File: config.mk
export PLATFORM = sky130hd
export DESIGN_NAME = cns_node_status
export DESIGN_NICKNAME = d
export VERILOG_FILES = /design/src/cns_pkg.sv /design/src/cns_node_status.sv /design/src/cns_sync.sv /design/src/cns_flash.sv
export SDC_FILE = /design/constraint.sdc
export NUM_CORES = 1
export LEC_CHECK = 0
export BUFFER_PORTS_ARGS = -buffer_cell sky130_fd_sc_hd__clkbuf_2
export CORE_MARGIN = 3
export CORE_UTILIZATION = 50
export DETAILED_ROUTE_END_ITERATION = 10
export PLACE_DENSITY_LB_ADDON = 0.3
export SLEW_MARGIN = 30
export SYNTH_ARGS = -nofsm -noshare
export SYNTH_HDL_FRONTEND = slang
export SYNTH_SLANG_ARGS = --single-unit
File: constraint.sdc
create_clock -name pclk -period 4.2 [get_ports pclk]
set_input_delay 0.63 -clock pclk [delete_from_list [all_inputs] [get_ports pclk]]
set_output_delay 0.63 -clock pclk [all_outputs]
set_load 0.01 [all_outputs]
File: src/cns_pkg.sv
package cns_pkg;

    // APB register map, byte addresses of 32-bit words.
    localparam logic [7:0] CFG_OFFSET  = 8'h00;
    localparam logic [7:0] CTRL_OFFSET = 8'h04;
    localparam logic [7:0] ERR_OFFSET  = 8'h08;
    localparam logic [7:0] STAT_OFFSET = 8'h0C;

    // CFG fields (read only, frozen at power-up).
    localparam int CFG_ADDR_LSB    = 0;
    localparam int CFG_ADDR_OK_BIT = 7;
    localparam int CFG_RATE_LSB    = 8;
    localparam int CFG_RATE_OK_BIT = 12;
    localparam int CFG_TERM_BIT    = 13;
    localparam int CFG_TERM_BAD    = 14;
    localparam int CFG_KBPS_LSB    = 16;

    // CTRL fields.
    localparam int CTRL_ENABLE_BIT = 0;
    localparam int CTRL_NMT_LSB    = 4;
    localparam logic [31:0] CTRL_RESET = 32'h0000_0000;

    // ERR fields.
    localparam int ERR_LEVEL_LSB  = 0;
    localparam int ERR_GUARD_BIT  = 4;
    localparam logic [31:0] ERR_RESET = 32'h0000_0000;

    // STAT fields.
    localparam int STAT_CTRL_LSB  = 0;
    localparam int STAT_SLAVE_LSB = 4;
    localparam int STAT_GREEN_BIT = 8;
    localparam int STAT_RED_BIT   = 9;
    localparam int STAT_BOFF_BIT  = 10;
    localparam int STAT_IFAIL_BIT = 11;
    localparam int STAT_PDO_BIT   = 12;
    localparam int STAT_SDO_BIT   = 13;

    // Node address and bit rate limits.
    localparam logic [7:0] ADDR_MIN = 8'h01;
    localparam logic [7:0] ADDR_MAX = 8'h7F;
    localparam logic [3:0] RATE_MAX = 4'h7;

    // Controller error level written by software.
    localparam logic [1:0] LVL_ACTIVE  = 2'h0;
    localparam logic [1:0] LVL_WARNING = 2'h1;
    localparam logic [1:0] LVL_PASSIVE = 2'h2;
    localparam logic [1:0] LVL_BUSOFF  = 2'h3;

    // Controller status codes.
    localparam logic [2:0] CTRL_CODE_DISABLED = 3'h0;
    localparam logic [2:0] CTRL_CODE_ACTIVE   = 3'h2;
    localparam logic [2:0] CTRL_CODE_WARNING  = 3'h3;
    localparam logic [2:0] CTRL_CODE_PASSIVE  = 3'h4;
    localparam logic [2:0] CTRL_CODE_BUSOFF   = 3'h5;

    // Slave state codes; codes 2 to 4 are also the NMT commands accepted in CTRL.
    localparam logic [2:0] SLV_CODE_DISABLED = 3'h0;
    localparam logic [2:0] SLV_CODE_INIT     = 3'h1;
    localparam logic [2:0] SLV_CODE_STOPPED  = 3'h2;
    localparam logic [2:0] SLV_CODE_PREOP    = 3'h3;
    localparam logic [2:0] SLV_CODE_OPER     = 3'h4;

    // Timing.
    localparam int CLK_FREQ_KHZ  = 100_000;
    localparam int PHASE_MS      = 200;
    localparam int FAST_MS       = 50;
    localparam int PAUSE_MS      = 1000;
    localparam int PHASE_CYCLES  = CLK_FREQ_KHZ * PHASE_MS;
    localparam int FAST_CYCLES   = CLK_FREQ_KHZ * FAST_MS;
    localparam int PAUSE_PHASES  = (PAUSE_MS + PHASE_MS - 1) / PHASE_MS;
    localparam int TIMER_W       = 25;
    localparam logic [1:0] SETTLE_CYCLES = 2'h3;

    typedef struct packed {
        logic        psel;
        logic        penable;
        logic        pwrite;
        logic [7:0]  paddr;
        logic [31:0] pwdata;
    } cns_apb_req_type;

    typedef struct packed {
        logic [1:0] termination;
        logic [3:0] bitrate;
        logic [3:0] addr_high;
        logic [3:0] addr_low;
    } cns_switch_type;

    typedef enum logic [4:0] {
        ST_DISABLED = 5'b00001,
        ST_INIT     = 5'b00010,
        ST_STOPPED  = 5'b00100,
        ST_PREOP    = 5'b01000,
        ST_OPER     = 5'b10000
    } cns_slave_state_type;

endpackage

File: src/cns_node_status.sv
// Overview of operation
// - Node address is high switch nibble above low switch nibble.
// - Only addresses 1 to 127 are valid; others are invalid.
// - Switches are sampled once after power-up reset, never again.
// - Rate positions 0..7 decode to 1000,800,500,250,125,100,50,20 kbit/s.
// - Stopped: single green flash; no PDO or SDO service.
// - Pre-operational: green toggles every 200 ms; no PDO exchange.
// - Operational: green solid on.
// - Red off without error; single red flash on warning or passive.
// - Guarding or heartbeat failure gives two red flashes.
// - Bus-off gives solid red and is held until power cycle.
// - Stack init failure, such as bad address, toggles red every 50 ms.
// - Controller code: 0 off, 2 active, 3 warning, 4 passive, 5 bus-off.
// - Slave code: 0 disabled, 1 initialising, 2 stopped.
`timescale 1ns/1ps
module cns_node_status #(
    parameter int PHASE_CYCLES = cns_pkg::PHASE_CYCLES,
    parameter int FAST_CYCLES  = cns_pkg::FAST_CYCLES
) (
    input  logic                     pclk,
    input  logic                     presetn,
    input  cns_pkg::cns_apb_req_type apb_req,
    output logic [31:0]              prdata,
    output logic                     pready,
    output logic                     pslverr,
    input  cns_pkg::cns_switch_type  switches,
    output logic                     network_status_lamp_green,
    output logic                     network_status_lamp_red,
    output logic                     pdo_enable,
    output logic                     sdo_enable,
    output logic                     bus_termination_enable,
    output logic [6:0]               node_address
);
    import cns_pkg::*;
    function automatic logic [15:0] rate_kbps(input logic [3:0] pos);
        case (pos)
            4'h0: return 16'h03E8;
            4'h1: return 16'h0320;
            4'h2: return 16'h01F4;
            4'h3: return 16'h00FA;
            4'h4: return 16'h007D;
            4'h5: return 16'h0064;
            4'h6: return 16'h0032;
            4'h7: return 16'h0014;
            default: return 16'h0000;
        endcase
    endfunction
    cns_switch_type      sw_sync;
    cns_slave_state_type state_ff, nxt_state;
    logic [1:0]          settle_ff, term_ff, err_level_ff, red_count;
    logic [7:0]          addr_ff;
    logic [3:0]          rate_ff;
    logic [15:0]         kbps_ff;
    logic [2:0]          ctrl_code, slave_code, nmt_cmd;
    logic [TIMER_W-1:0]  phase_cnt_ff, fast_cnt_ff;
    logic [31:0]         prdata_ff;
    logic                sampled_ff, addr_ok_ff, rate_ok_ff, can_enable_ff;
    logic                guard_fail_ff, bus_off_ff, init_fail;
    logic                phase_tick, fast_tick, green_blink_ff, red_blink_ff;
    logic                green_flash, red_flash, green_ff, red_ff;
    logic                pdo_ff, sdo_ff, pready_ff, pslverr_ff;
    logic                setup_phase, wr_commit;
    cns_sync #(
        .WIDTH($bits(cns_switch_type))
    ) u_sync (
        .pclk    (pclk),
        .presetn (presetn),
        .async_in(switches),
        .sync_out(sw_sync)
    );
    // Wait for the synchroniser to fill before the one-time capture.
    always_ff @(posedge pclk or negedge presetn) begin
        if (!presetn) begin
            settle_ff  <= 2'h0;
            sampled_ff <= 1'b0;
        end else if (!sampled_ff) begin
            if (settle_ff == SETTLE_CYCLES) begin
                sampled_ff <= 1'b1;
            end else begin
                settle_ff <= 2'(settle_ff + 2'h1);
            end
        end
    end
    // Later switch moves are ignored until the next reset.
    always_ff @(posedge pclk or negedge presetn) begin
        if (!presetn) begin
            addr_ff    <= 8'h00;
            addr_ok_ff <= 1'b0;
            rate_ff    <= 4'h0;
            rate_ok_ff <= 1'b0;
            kbps_ff    <= 16'h0000;
            term_ff    <= 2'h0;
        end else if (!sampled_ff && settle_ff == SETTLE_CYCLES) begin
            addr_ff    <= {sw_sync.addr_high, sw_sync.addr_low};
            addr_ok_ff <= {sw_sync.addr_high, sw_sync.addr_low} inside
                          {[ADDR_MIN:ADDR_MAX]};
            rate_ff    <= sw_sync.bitrate;
            rate_ok_ff <= sw_sync.bitrate <= RATE_MAX;
            kbps_ff    <= rate_kbps(sw_sync.bitrate);
            term_ff    <= sw_sync.termination;
        end
    end
    assign init_fail = sampled_ff && can_enable_ff &&
                       !(addr_ok_ff && rate_ok_ff);
    // Only both switches on (position 3) enables the terminator.
    always_ff @(posedge pclk or negedge presetn) begin
        if (!presetn) begin
            bus_termination_enable <= 1'b0;
        end else begin
            bus_termination_enable <= sampled_ff && (term_ff == 2'h3);
        end
    end
    assign node_address = addr_ff[6:0];
    // APB: zero wait states, answer in the first access cycle.
    assign setup_phase = apb_req.psel && !apb_req.penable;
    assign wr_commit   = apb_req.psel && apb_req.penable && pready_ff &&
                         apb_req.pwrite;
    assign nmt_cmd     = apb_req.pwdata[CTRL_NMT_LSB +: 3];
    always_ff @(posedge pclk or negedge presetn) begin
        if (!presetn) begin
            can_enable_ff <= CTRL_RESET[CTRL_ENABLE_BIT];
        end else if (wr_commit && apb_req.paddr == CTRL_OFFSET) begin
            can_enable_ff <= apb_req.pwdata[CTRL_ENABLE_BIT];
        end
    end

    always_ff @(posedge pclk or negedge presetn) begin
        if (!presetn) begin
            err_level_ff  <= ERR_RESET[ERR_LEVEL_LSB +: 2];
            guard_fail_ff <= ERR_RESET[ERR_GUARD_BIT];
        end else if (wr_commit && apb_req.paddr == ERR_OFFSET) begin
            err_level_ff  <= apb_req.pwdata[ERR_LEVEL_LSB +: 2];
            guard_fail_ff <= apb_req.pwdata[ERR_GUARD_BIT];
        end
    end
    // Bus-off is sticky; only a reset (power cycle) leaves it.
    always_ff @(posedge pclk or negedge presetn) begin
        if (!presetn) begin
            bus_off_ff <= 1'b0;
        end else if (can_enable_ff && err_level_ff == LVL_BUSOFF) begin
            bus_off_ff <= 1'b1;
        end
    end

    always_comb begin
        nxt_state = state_ff;
        case (state_ff)
            ST_DISABLED: begin
                if (can_enable_ff && sampled_ff) begin
                    nxt_state = ST_INIT;
                end
            end
            ST_INIT: begin
                if (!init_fail) begin
                    nxt_state = ST_PREOP;
                end
            end
            default: begin
                if (wr_commit && apb_req.paddr == CTRL_OFFSET) begin
                    if (nmt_cmd == SLV_CODE_STOPPED) begin
                        nxt_state = ST_STOPPED;
                    end else if (nmt_cmd == SLV_CODE_PREOP) begin
                        nxt_state = ST_PREOP;
                    end else if (nmt_cmd == SLV_CODE_OPER) begin
                        nxt_state = ST_OPER;
                    end
                end
            end
        endcase
        if (!can_enable_ff) begin
            nxt_state = ST_DISABLED;
        end
    end

    always_ff @(posedge pclk or negedge presetn) begin
        if (!presetn) begin
            state_ff <= ST_DISABLED;
        end else begin
            state_ff <= nxt_state;
        end
    end

    always_comb begin
        slave_code = SLV_CODE_DISABLED;
        case (state_ff)
            ST_INIT:    slave_code = SLV_CODE_INIT;
            ST_STOPPED: slave_code = SLV_CODE_STOPPED;
            ST_PREOP:   slave_code = SLV_CODE_PREOP;
            ST_OPER:    slave_code = SLV_CODE_OPER;
        endcase
    end
    // Reserved code 1 is never produced.
    always_comb begin
        if (!can_enable_ff) begin
            ctrl_code = CTRL_CODE_DISABLED;
        end else if (bus_off_ff) begin
            ctrl_code = CTRL_CODE_BUSOFF;
        end else if (err_level_ff == LVL_PASSIVE) begin
            ctrl_code = CTRL_CODE_PASSIVE;
        end else if (err_level_ff == LVL_WARNING) begin
            ctrl_code = CTRL_CODE_WARNING;
        end else begin
            ctrl_code = CTRL_CODE_ACTIVE;
        end
    end
    // Free-running phase timers shared by all lamp patterns.
    assign phase_tick = phase_cnt_ff == TIMER_W'(PHASE_CYCLES - 1);
    assign fast_tick  = fast_cnt_ff == TIMER_W'(FAST_CYCLES - 1);

    always_ff @(posedge pclk or negedge presetn) begin
        if (!presetn) begin
            phase_cnt_ff   <= '0;
            green_blink_ff <= 1'b0;
        end else if (phase_tick) begin
            phase_cnt_ff   <= '0;
            green_blink_ff <= !green_blink_ff;
        end else begin
            phase_cnt_ff   <= TIMER_W'(phase_cnt_ff + 1'b1);
        end
    end

    always_ff @(posedge pclk or negedge presetn) begin
        if (!presetn) begin
            fast_cnt_ff  <= '0;
            red_blink_ff <= 1'b0;
        end else if (fast_tick) begin
            fast_cnt_ff  <= '0;
            red_blink_ff <= !red_blink_ff;
        end else begin
            fast_cnt_ff  <= TIMER_W'(fast_cnt_ff + 1'b1);
        end
    end
    assign red_count = guard_fail_ff ? 2'h2 :
                       (ctrl_code == CTRL_CODE_WARNING ||
                        ctrl_code == CTRL_CODE_PASSIVE) ? 2'h1 : 2'h0;
    cns_flash u_green_flash (
        .pclk      (pclk),
        .presetn   (presetn),
        .phase_tick(phase_tick),
        .flashes   (state_ff == ST_STOPPED ? 2'h1 : 2'h0),
        .lamp      (green_flash)
    );
    cns_flash u_red_flash (
        .pclk      (pclk),
        .presetn   (presetn),
        .phase_tick(phase_tick),
        .flashes   (red_count),
        .lamp      (red_flash)
    );

    always_ff @(posedge pclk or negedge presetn) begin
        if (!presetn) begin
            green_ff <= 1'b0;
        end else begin
            case (state_ff)
                ST_STOPPED: green_ff <= green_flash;
                ST_PREOP:   green_ff <= green_blink_ff;
                ST_OPER:    green_ff <= 1'b1;
                default:    green_ff <= 1'b0;
            endcase
        end
    end

    always_ff @(posedge pclk or negedge presetn) begin
        if (!presetn) begin
            red_ff <= 1'b0;
        end else if (bus_off_ff) begin
            red_ff <= 1'b1;
        end else if (init_fail) begin
            red_ff <= red_blink_ff;
        end else begin
            red_ff <= red_flash;
        end
    end
    // Service gating follows the slave state.
    always_ff @(posedge pclk or negedge presetn) begin
        if (!presetn) begin
            pdo_ff <= 1'b0;
            sdo_ff <= 1'b0;
        end else begin
            pdo_ff <= state_ff == ST_OPER;
            sdo_ff <= state_ff == ST_OPER || state_ff == ST_PREOP;
        end
    end

    always_ff @(posedge pclk or negedge presetn) begin
        if (!presetn) begin
            pready_ff  <= 1'b0;
            pslverr_ff <= 1'b0;
            prdata_ff  <= 32'h0000_0000;
        end else begin
            pready_ff  <= setup_phase;
            pslverr_ff <= 1'b0;
            prdata_ff  <= 32'h0000_0000;
            if (setup_phase) begin
                if (apb_req.paddr == CFG_OFFSET) begin
                    prdata_ff[CFG_ADDR_LSB +: 7]  <= addr_ff[6:0];
                    prdata_ff[CFG_ADDR_OK_BIT]    <= addr_ok_ff;
                    prdata_ff[CFG_RATE_LSB +: 4]  <= rate_ff;
                    prdata_ff[CFG_RATE_OK_BIT]    <= rate_ok_ff;
                    prdata_ff[CFG_TERM_BIT]       <= term_ff == 2'h3;
                    prdata_ff[CFG_TERM_BAD]       <= ^term_ff;
                    prdata_ff[CFG_KBPS_LSB +: 16] <= kbps_ff;
                end else if (apb_req.paddr == CTRL_OFFSET) begin
                    prdata_ff[CTRL_ENABLE_BIT]   <= can_enable_ff;
                    prdata_ff[CTRL_NMT_LSB +: 3] <= slave_code;
                end else if (apb_req.paddr == ERR_OFFSET) begin
                    prdata_ff[ERR_LEVEL_LSB +: 2] <= err_level_ff;
                    prdata_ff[ERR_GUARD_BIT]      <= guard_fail_ff;
                end else if (apb_req.paddr == STAT_OFFSET) begin
                    prdata_ff[STAT_CTRL_LSB +: 3]  <= ctrl_code;
                    prdata_ff[STAT_SLAVE_LSB +: 3] <= slave_code;
                    prdata_ff[STAT_GREEN_BIT]      <= green_ff;
                    prdata_ff[STAT_RED_BIT]        <= red_ff;
                    prdata_ff[STAT_BOFF_BIT]       <= bus_off_ff;
                    prdata_ff[STAT_IFAIL_BIT]      <= init_fail;
                    prdata_ff[STAT_PDO_BIT]        <= pdo_ff;
                    prdata_ff[STAT_SDO_BIT]        <= sdo_ff;
                end else begin
                    pslverr_ff <= 1'b1;
                end
            end
        end
    end
    assign prdata                    = prdata_ff;
    assign pready                    = pready_ff;
    assign pslverr                   = pslverr_ff;
    assign network_status_lamp_green = green_ff;
    assign network_status_lamp_red   = red_ff;
    assign pdo_enable                = pdo_ff;
    assign sdo_enable                = sdo_ff;
endmodule

File: src/cns_sync.sv
`timescale 1ns/1ps
module cns_sync #(
    parameter int WIDTH = 14
) (
    input  logic             pclk,
    input  logic             presetn,
    input  logic [WIDTH-1:0] async_in,
    output logic [WIDTH-1:0] sync_out
);
    logic [WIDTH-1:0] meta_ff;
    logic [WIDTH-1:0] sync_ff;

    always_ff @(posedge pclk or negedge presetn) begin
        if (!presetn) begin
            meta_ff <= '0;
            sync_ff <= '0;
        end else begin
            meta_ff <= async_in;
            sync_ff <= meta_ff;
        end
    end

    assign sync_out = sync_ff;
endmodule

File: src/cns_flash.sv
`timescale 1ns/1ps
module cns_flash
    import cns_pkg::*;
(
    input  logic       pclk,
    input  logic       presetn,
    input  logic       phase_tick,
    input  logic [1:0] flashes,
    output logic       lamp
);
    logic [3:0] phase_ff;
    logic [1:0] count_ff;
    logic       lamp_ff;
    logic [3:0] burst;
    logic [3:0] period;

    assign burst  = {1'b0, flashes, 1'b0};
    assign period = 4'(burst + 4'(PAUSE_PHASES));

    // A change of pattern restarts the group so no half group is shown.
    always_ff @(posedge pclk or negedge presetn) begin
        if (!presetn) begin
            phase_ff <= 4'h0;
            count_ff <= 2'h0;
        end else if (flashes != count_ff) begin
            phase_ff <= 4'h0;
            count_ff <= flashes;
        end else if (phase_tick) begin
            if (phase_ff == 4'(period - 4'h1)) begin
                phase_ff <= 4'h0;
            end else begin
                phase_ff <= 4'(phase_ff + 4'h1);
            end
        end
    end

    // Even burst phases are lit; whole phases of pause follow.
    always_ff @(posedge pclk or negedge presetn) begin
        if (!presetn) begin
            lamp_ff <= 1'b0;
        end else begin
            lamp_ff <= (count_ff != 2'h0) && (count_ff == flashes) &&
                       (phase_ff < burst) && !phase_ff[0];
        end
    end

    assign lamp = lamp_ff;
endmodule

* Word-level counts from Yosys, hierarchy flattened
Memories as Yosys holds them, arrays and structs flattened.
Cells that the tools add are included.
** Word-level totals
- Register bits after elaboration :: 176
- Latch bits :: 0
- RAM bits :: 0
- Bits in read-only memories :: 80
- Input bits :: 59
- Output and inout bits :: 46
- Logic and storage cells :: 172
- Memories kept :: 1
** Cells by class
- Add/subtract/negate cells :: 9
- Multiply operators :: 0
- Div/mod/pow operators :: 0
- $lt $le $gt $ge :: 5
- Equality and inequality tests :: 30
- Shift operators :: 0
- Multiplexer cells :: 56
- Bitwise operators :: 2
- Reductions and logical operators :: 36
** Memories
- (no name shown) :: depth 8, bits a word 10, rd ports 1, clocked after Yosys merged registers in 0, write ports 0, RTL line cns_node_status.sv:36 : case (pos)
** Operators by type and width (number)
- $add 25x1->25 const B :: 2
- $mux 25 :: 2
- $mux 16 :: 3
- $mux 5 :: 7
- $eq 25x23->1 const B :: 1
- $eq 25x25->1 const B :: 1
- $mux 3 :: 8
- $mux 4 :: 6
- $mux 6 :: 4
- $logic_and 1x1->1 :: 19
- $mux 1 :: 18
- $eq 8x4->1 const B :: 2
- $mux 15 :: 1
- $pmux 3 s4 :: 1
- $pmux 5 s2 :: 1
- $eq 3x2->1 const B :: 3
- $add 4x1->4 const B :: 2
- $eq 2x2->1 const B :: 4
- $eq 4x4->1 :: 2
- $eq 8x3->1 const B :: 1
- $ge 8x1->1 const B :: 1
- $le 8x7->1 const B :: 1
- $logic_not 8->1 :: 1
- $mux 2 :: 4
- other kinds (29) :: 43

* Longest topological paths before layout
- Word-level depth :: 15
- Mapped depth :: 7
- Gate-level depth less buffers :: 7

* Hierarchy
A second synthesis with hierarchy kept.
** Second synthesis, totals
- Cells, all modules :: 636
- Area, all modules :: 7270.7 sq um
** Modules (own cells, without submodules)
- cns_node_status :: times used 1, cells an instance 530, area each 5756.8 sq um, seq. area each 3054.2 sq um
- cns_flash :: times used 2, cells an instance 39, area each 406.6 sq um, seq. area each 175.2 sq um
- cns_sync :: times used 1, cells an instance 28, area each 700.7 sq um, seq. area each 700.7 sq um

* Least setup slack after synthesis
No wires, ideal clock.
- Kind :: input to register
- Start point :: input apb_req[37] (netlist bit)
- End point :: register err_level_ff[0]
- Setup time :: 0.125 ns
- Arrival time :: 2.190 ns
- Data required time :: 4.075 ns
- Path slack :: 1.886 ns
- Stages on the path :: 4
- Buffers on the path :: 0
- Cells stage by stage :: or4_4 > or3_1 > or3_4 > mux2_2
** Between the ends
- Cells in the longest elaborated chain, start to end :: 2
** Ends and longest elaborated chain
- start, declared :: RTL line cns_node_status.sv:22 : input cns_pkg::cns_apb_req_type apb_req,
- $eq 8x4->1 :: RTL line cns_node_status.sv:131 : end else if (wr_commit && apb_req.paddr == ERR_OFFSET) begin
- $logic_and 1x1->1 :: RTL line cns_node_status.sv:131
- end signal, assigned :: RTL line cns_node_status.sv:129 : err_level_ff <= ERR_RESET[ERR_LEVEL_LSB +: 2];
- end signal, assigned :: RTL line cns_node_status.sv:132 : err_level_ff <= apb_req.pwdata[ERR_LEVEL_LSB +: 2];
- end, declared :: RTL line cns_node_status.sv:50 : logic [1:0] settle_ff, term_ff, err_level_ff, red_count;
Every way passes these cells.
A chain may end at the register's enable or synchronous reset.

* Final worst setup path
- Start point :: register fast_cnt_ff[12]
- End point :: register fast_cnt_ff[8]
** Between the ends
- Cells in the longest elaborated chain, start to end :: 2
** Ends and longest elaborated chain
- start, declared :: RTL line cns_node_status.sv:55 : logic [TIMER_W-1:0] phase_cnt_ff, fast_cnt_ff;
- start signal, assigned :: RTL line cns_node_status.sv:230 : fast_cnt_ff <= TIMER_W'(fast_cnt_ff + 1'b1);
- $eq 25x23->1 :: RTL line cns_node_status.sv:208 : assign fast_tick = fast_cnt_ff == TIMER_W'(FAST_CYCLES - 1);
- $mux 25 :: RTL line cns_node_status.sv:226 : end else if (fast_tick) begin
Every way passes these cells.

==> results by group <==
Drt
  – Iteration count of the initial detailed-routing pass: 5
  – DRC errors left: 0
  – Number of DRC violations after detailed-routing iteration 0: 320
  – Detailed Route WL: 12900 µm
  – Wirelength per Cell: 14.6 µm
  – Via count normalized by instance count: 5.37
  – Number of routed nets with antenna violations: 0
  – Via count: 4750

Placement
  – Placer's final routability congestion estimate: 0.841
  – Area after DPL: around 0.0074 mm²
  – HPWL after detailed placement: about 9100 µm
  – PortBufs: 70

Logic synthesis
  – Number of warning messages in the yosys log: 0
  – Cell area after synthesis: 0.00692 mm²
  – Number of synthesized flops with an enable pin: 0
  – Main area contributors after synthesis: dfrtp_1 (59%), nand2_1 (4.0%), xnor2_1 (3.9%), xor2_1 (3.2%), nor2_1 (3.1%)
  – Share of the synthesized area in the top cell type: 58.6%
  – Share of flip-flops with an asynchronous set or reset after synthesis: 100%
  – Seq/Total Area, Yosys: 59.0%
  – Mean Syn Cell Area: between 10 and 15 µm²
  – Cells after synthesis: 629
  – Cell accounting for the most synthesized area: dfrtp_1
  – Number of synthesized register bits: roughly 160
  – Commonest register cell after synthesis: dfrtp_1
  – Unique masters post-synth: between 50 and 60

Critical path
  – Slowest Stage Delay on Critical Path: 0.70 ns
  – Kind of end point of the critical path: flip-flop
  – Worst Setup Path Type: reg2reg
  – End of the worst register-to-register path: fast_cnt_ff[8]$_DFF_PN0_
  – Critical path buffer and inverter count: 0
  – Maximum fanout along the worst path: 13
  – Start of the worst register-to-register path: fast_cnt_ff[12]$_DFF_PN0_
  – Slowest CP cell: or4b_2
  – Startpoint Class: flip-flop
  – Crit path max-delay family: simple AND/OR/NAND/NOR gates
  – Series of cell instances along the critical path: or4b_2 -> nor4_1 -> nand4_1 -> nor2_1 -> nor2_1
  – R2R cell count: 5
  – Crit path required time: 4.46 ns
  – Data arrival time of the worst path: 2.70 ns
  – Most numerous cell on the critical path: nor2_1
  – Worst reg2reg setup slack: ~1.8 ns

Die
  – Initial Util: 51.6%
  – Horizontal die dimension: 124 µm
  – Height of the die: 124 µm
  – Top-Level Pins: 105
  – Placeable core area: 0.0134 mm²
  – Die area: 0.0153 mm²
  – Number of cell rows: 42

Pwr
  – Power density over cell area: 401 mW/mm²
  – IR drop worst, VDD: about 330 µV
  – Internal power consumption: about 2.5 mW
  – Part of the power in the clock network: 46.6%
  – Switching power summed over all nets: 683 µW
  – Leakage: 3.79 nW
  – Switching Share: 21.3%
  – Relative contribution of sequential cells to total power: slightly above 50%
  – Proportion of power drawn by combinational gates: 2.9%

Timing
  – Fmax: 410 MHz
  – Hold Vio Cnt, Final: 0
  – Post-layout minimum cycle time: 2.44 ns
  – Setup clock skew after layout: 0.00981 ns
  – Total count of max-transition violations in the final report: 0
  – Actual slew at the worst max-slew pin: slightly below 0.9 ns
  – Max_slew headroom: 40.1%
  – RSZ-0062 raised after global routing: false
  – Setup Total Neg Slack: 0 ns
  – Minimum hold slack: 0.253 ns
  – Final Cycle Share: roughly 58%
  – Final count of negative-setup-slack endpoints: 0

Finish
  – Share of post-route cells with drive strength above 1: 17.7%
  – Net total in the final layout: 770
  – Most frequent cells in the layout: dfrtp_1 (162), nand2_1 (73), clkbuf_2 (69), nor2_1 (58), xnor2_1 (31)
  – Number of inserted filler cells in the final layout: between 1000 and 1500
  – Relative area change from synthesis to final layout: 15.6%
  – Most common library cell in the layout ignoring fill and taps: dfrtp_1
  – Antenna diodes: 0
  – Post-route cell area: 0.00800 mm²

Run status
  – Run status: complete, no violations

GRT
  – Antenna violations before repair: 0
  – Global-route wire length before repair: 21800 µm
  – Pin count of the biggest net entering global routing: 90
  – Total global-route track usage: 18.1%
  – Number of global-route vias before repair: 4555
  – Grt total ovfl: 0

Clock network
  – Clock slew at reported path FFs: 0.06 ns
  – Clock Sinks: approximately 160
  – Number of buffers added for setup after CTS: 0
  – Total clock buffers created by CTS: 17
  – Number of levels in the clock H-tree: 4
  – Buffer levels on the longest clock path: 2
  – Post-cts sizing count: 0
  – Latest clock arrival within the worst-skew pair: 0.42 ns
  – Clock root buffer: clkbuf_16
  – Hold buffers post-CTS: 0
  – CTS tree: yes

Job
  – Number of maximum-capacitance violations: 0

Min path
  – Classification of the worst-slack hold path: in2async
-- per-layer routing --
metal / GRT usage (%) / up-vias / wire, µm
met2: 28.0 / 127 / 6100
li1: - / 2292 / -
met4: 6.92 / 0 / 230
met3: 5.00 / 17 / 668
met1: 24.5 / 2314 / 5930
met5: 0 / - / 0
-- cells by family (layout without fill, tap and decap cells) --
kind of cell	after synthesis	after routing	share of synthesized area, %
other	1	7	0.0542
buffers and inverters	46	119	2.91
DFF	163	163	59.0
muxes	13	13	2.01
xor gates and xnor gates	56	56	7.09
AOI/OAI and AO/OA	63	63	5.90
and+or+nand+nor	272	272	20.3
adders and majority gates	15	15	2.71
-- state kept, by name (all words and copies together), names as in the netlist, 2 cells and up --
register and cells:
fast_cnt_ff 25, u_red_flash.count_ff 2, u_red_flash.phase_ff 4, phase_cnt_ff 25, kbps_ff 10, rate_ff 4
addr_ff 7, state_ff 5, prdata 25, err_level_ff 2, u_sync.sync_out 14, settle_ff 2
term_ff 2, u_sync.meta_ff 14, u_green_flash.phase_ff 4
-- metrics by stage --
| stage | worst slack, ns | power [mW] | utilization [%] | std cells |
|---|---|---|---|---|
| 6_report | 1.76 | 3.21 | 59.7 | 884 |
| 3_3_place_gp | 1.65 | 1.74 | 55.3 | 853 |
| 3_5_place_dp | 1.59 | 1.74 | 55.4 | 853 |
| 4_1_cts | 1.74 | 3.25 | 59.6 | 884 |
| 5_1_grt | 1.49 | 3.33 | 59.7 | 884 |
| 2_1_floorplan | 1.89 | 1.68 | - | 635 |
-- power by group through the flow --
stage	logic, mW	registers [mW]	clock network, mW
after floorplan	0.0384	1.64	0
after global placement	0.0921	1.65	0
after detailed placement	0.0954	1.65	0
after CTS	0.0957	1.62	1.53
after global routing	0.109	1.62	1.60
final	0.0927	1.62	1.49
-- cell usage after synthesis (2+ instances only) --
cell type and instances:
a31oi_1 2, buf_2 2, a22oi_1 6, clkbuf_1 22, o31ai_1 2, or3_1 10
nor2_1 58, mux2i_1 6, nor3_1 14, a21o_1 2, or4_4 2, inv_1 15
nand2b_1 9, o21ai_0 16, buf_4 7, nand2_1 73, a22o_1 5, a31o_2 2
nand3b_1 5, nor2b_1 6, ha_1 15, mux2_2 7, nor4b_1 6, dfrtp_1 162
and2_1 4, nand4_1 15, o221a_2 2, or4_1 2, a21oi_1 18, and3_1 19
xor2_1 25, nand3_1 26, a32oi_1 2, nor4_1 12, xnor2_1 31
-- layout make-up --
class	instances	area, µm²	share of cell area [%]
clock buffers	20	447	5.59
clock inverters	11	129	1.61
inverters	15	56.3	0.704
multi-input cells	426	2670	33.4
flip-flops and latches	163	4080	51.0
well taps	176	220	2.75
repair buffers	73	392	4.90
-- worst max path at each step --
stage | from | end | slack, ns | cells after the start
floorplan | apb_req[37] | err_level_ff[0]$_DFFE_PN0P_ | 1.89 | 4
global placement | apb_req[37] | state_ff[3]$_DFFE_PN0P_ | 1.65 | 6
detailed placement | apb_req[37] | state_ff[3]$_DFFE_PN0P_ | 1.59 | 6
CTS | can_enable_ff$_DFFE_PN0P_ | u_red_flash.phase_ff[3]$_DFFE_PN0P_ | 1.74 | 6
global route | err_level_ff[1]$_DFFE_PN0P_ | u_red_flash.phase_ff[3]$_DFFE_PN0P_ | 1.49 | 7
finish | fast_cnt_ff[12]$_DFF_PN0_ | fast_cnt_ff[8]$_DFF_PN0_ | 1.76 | 5
(Power assumes the default switching activity.)
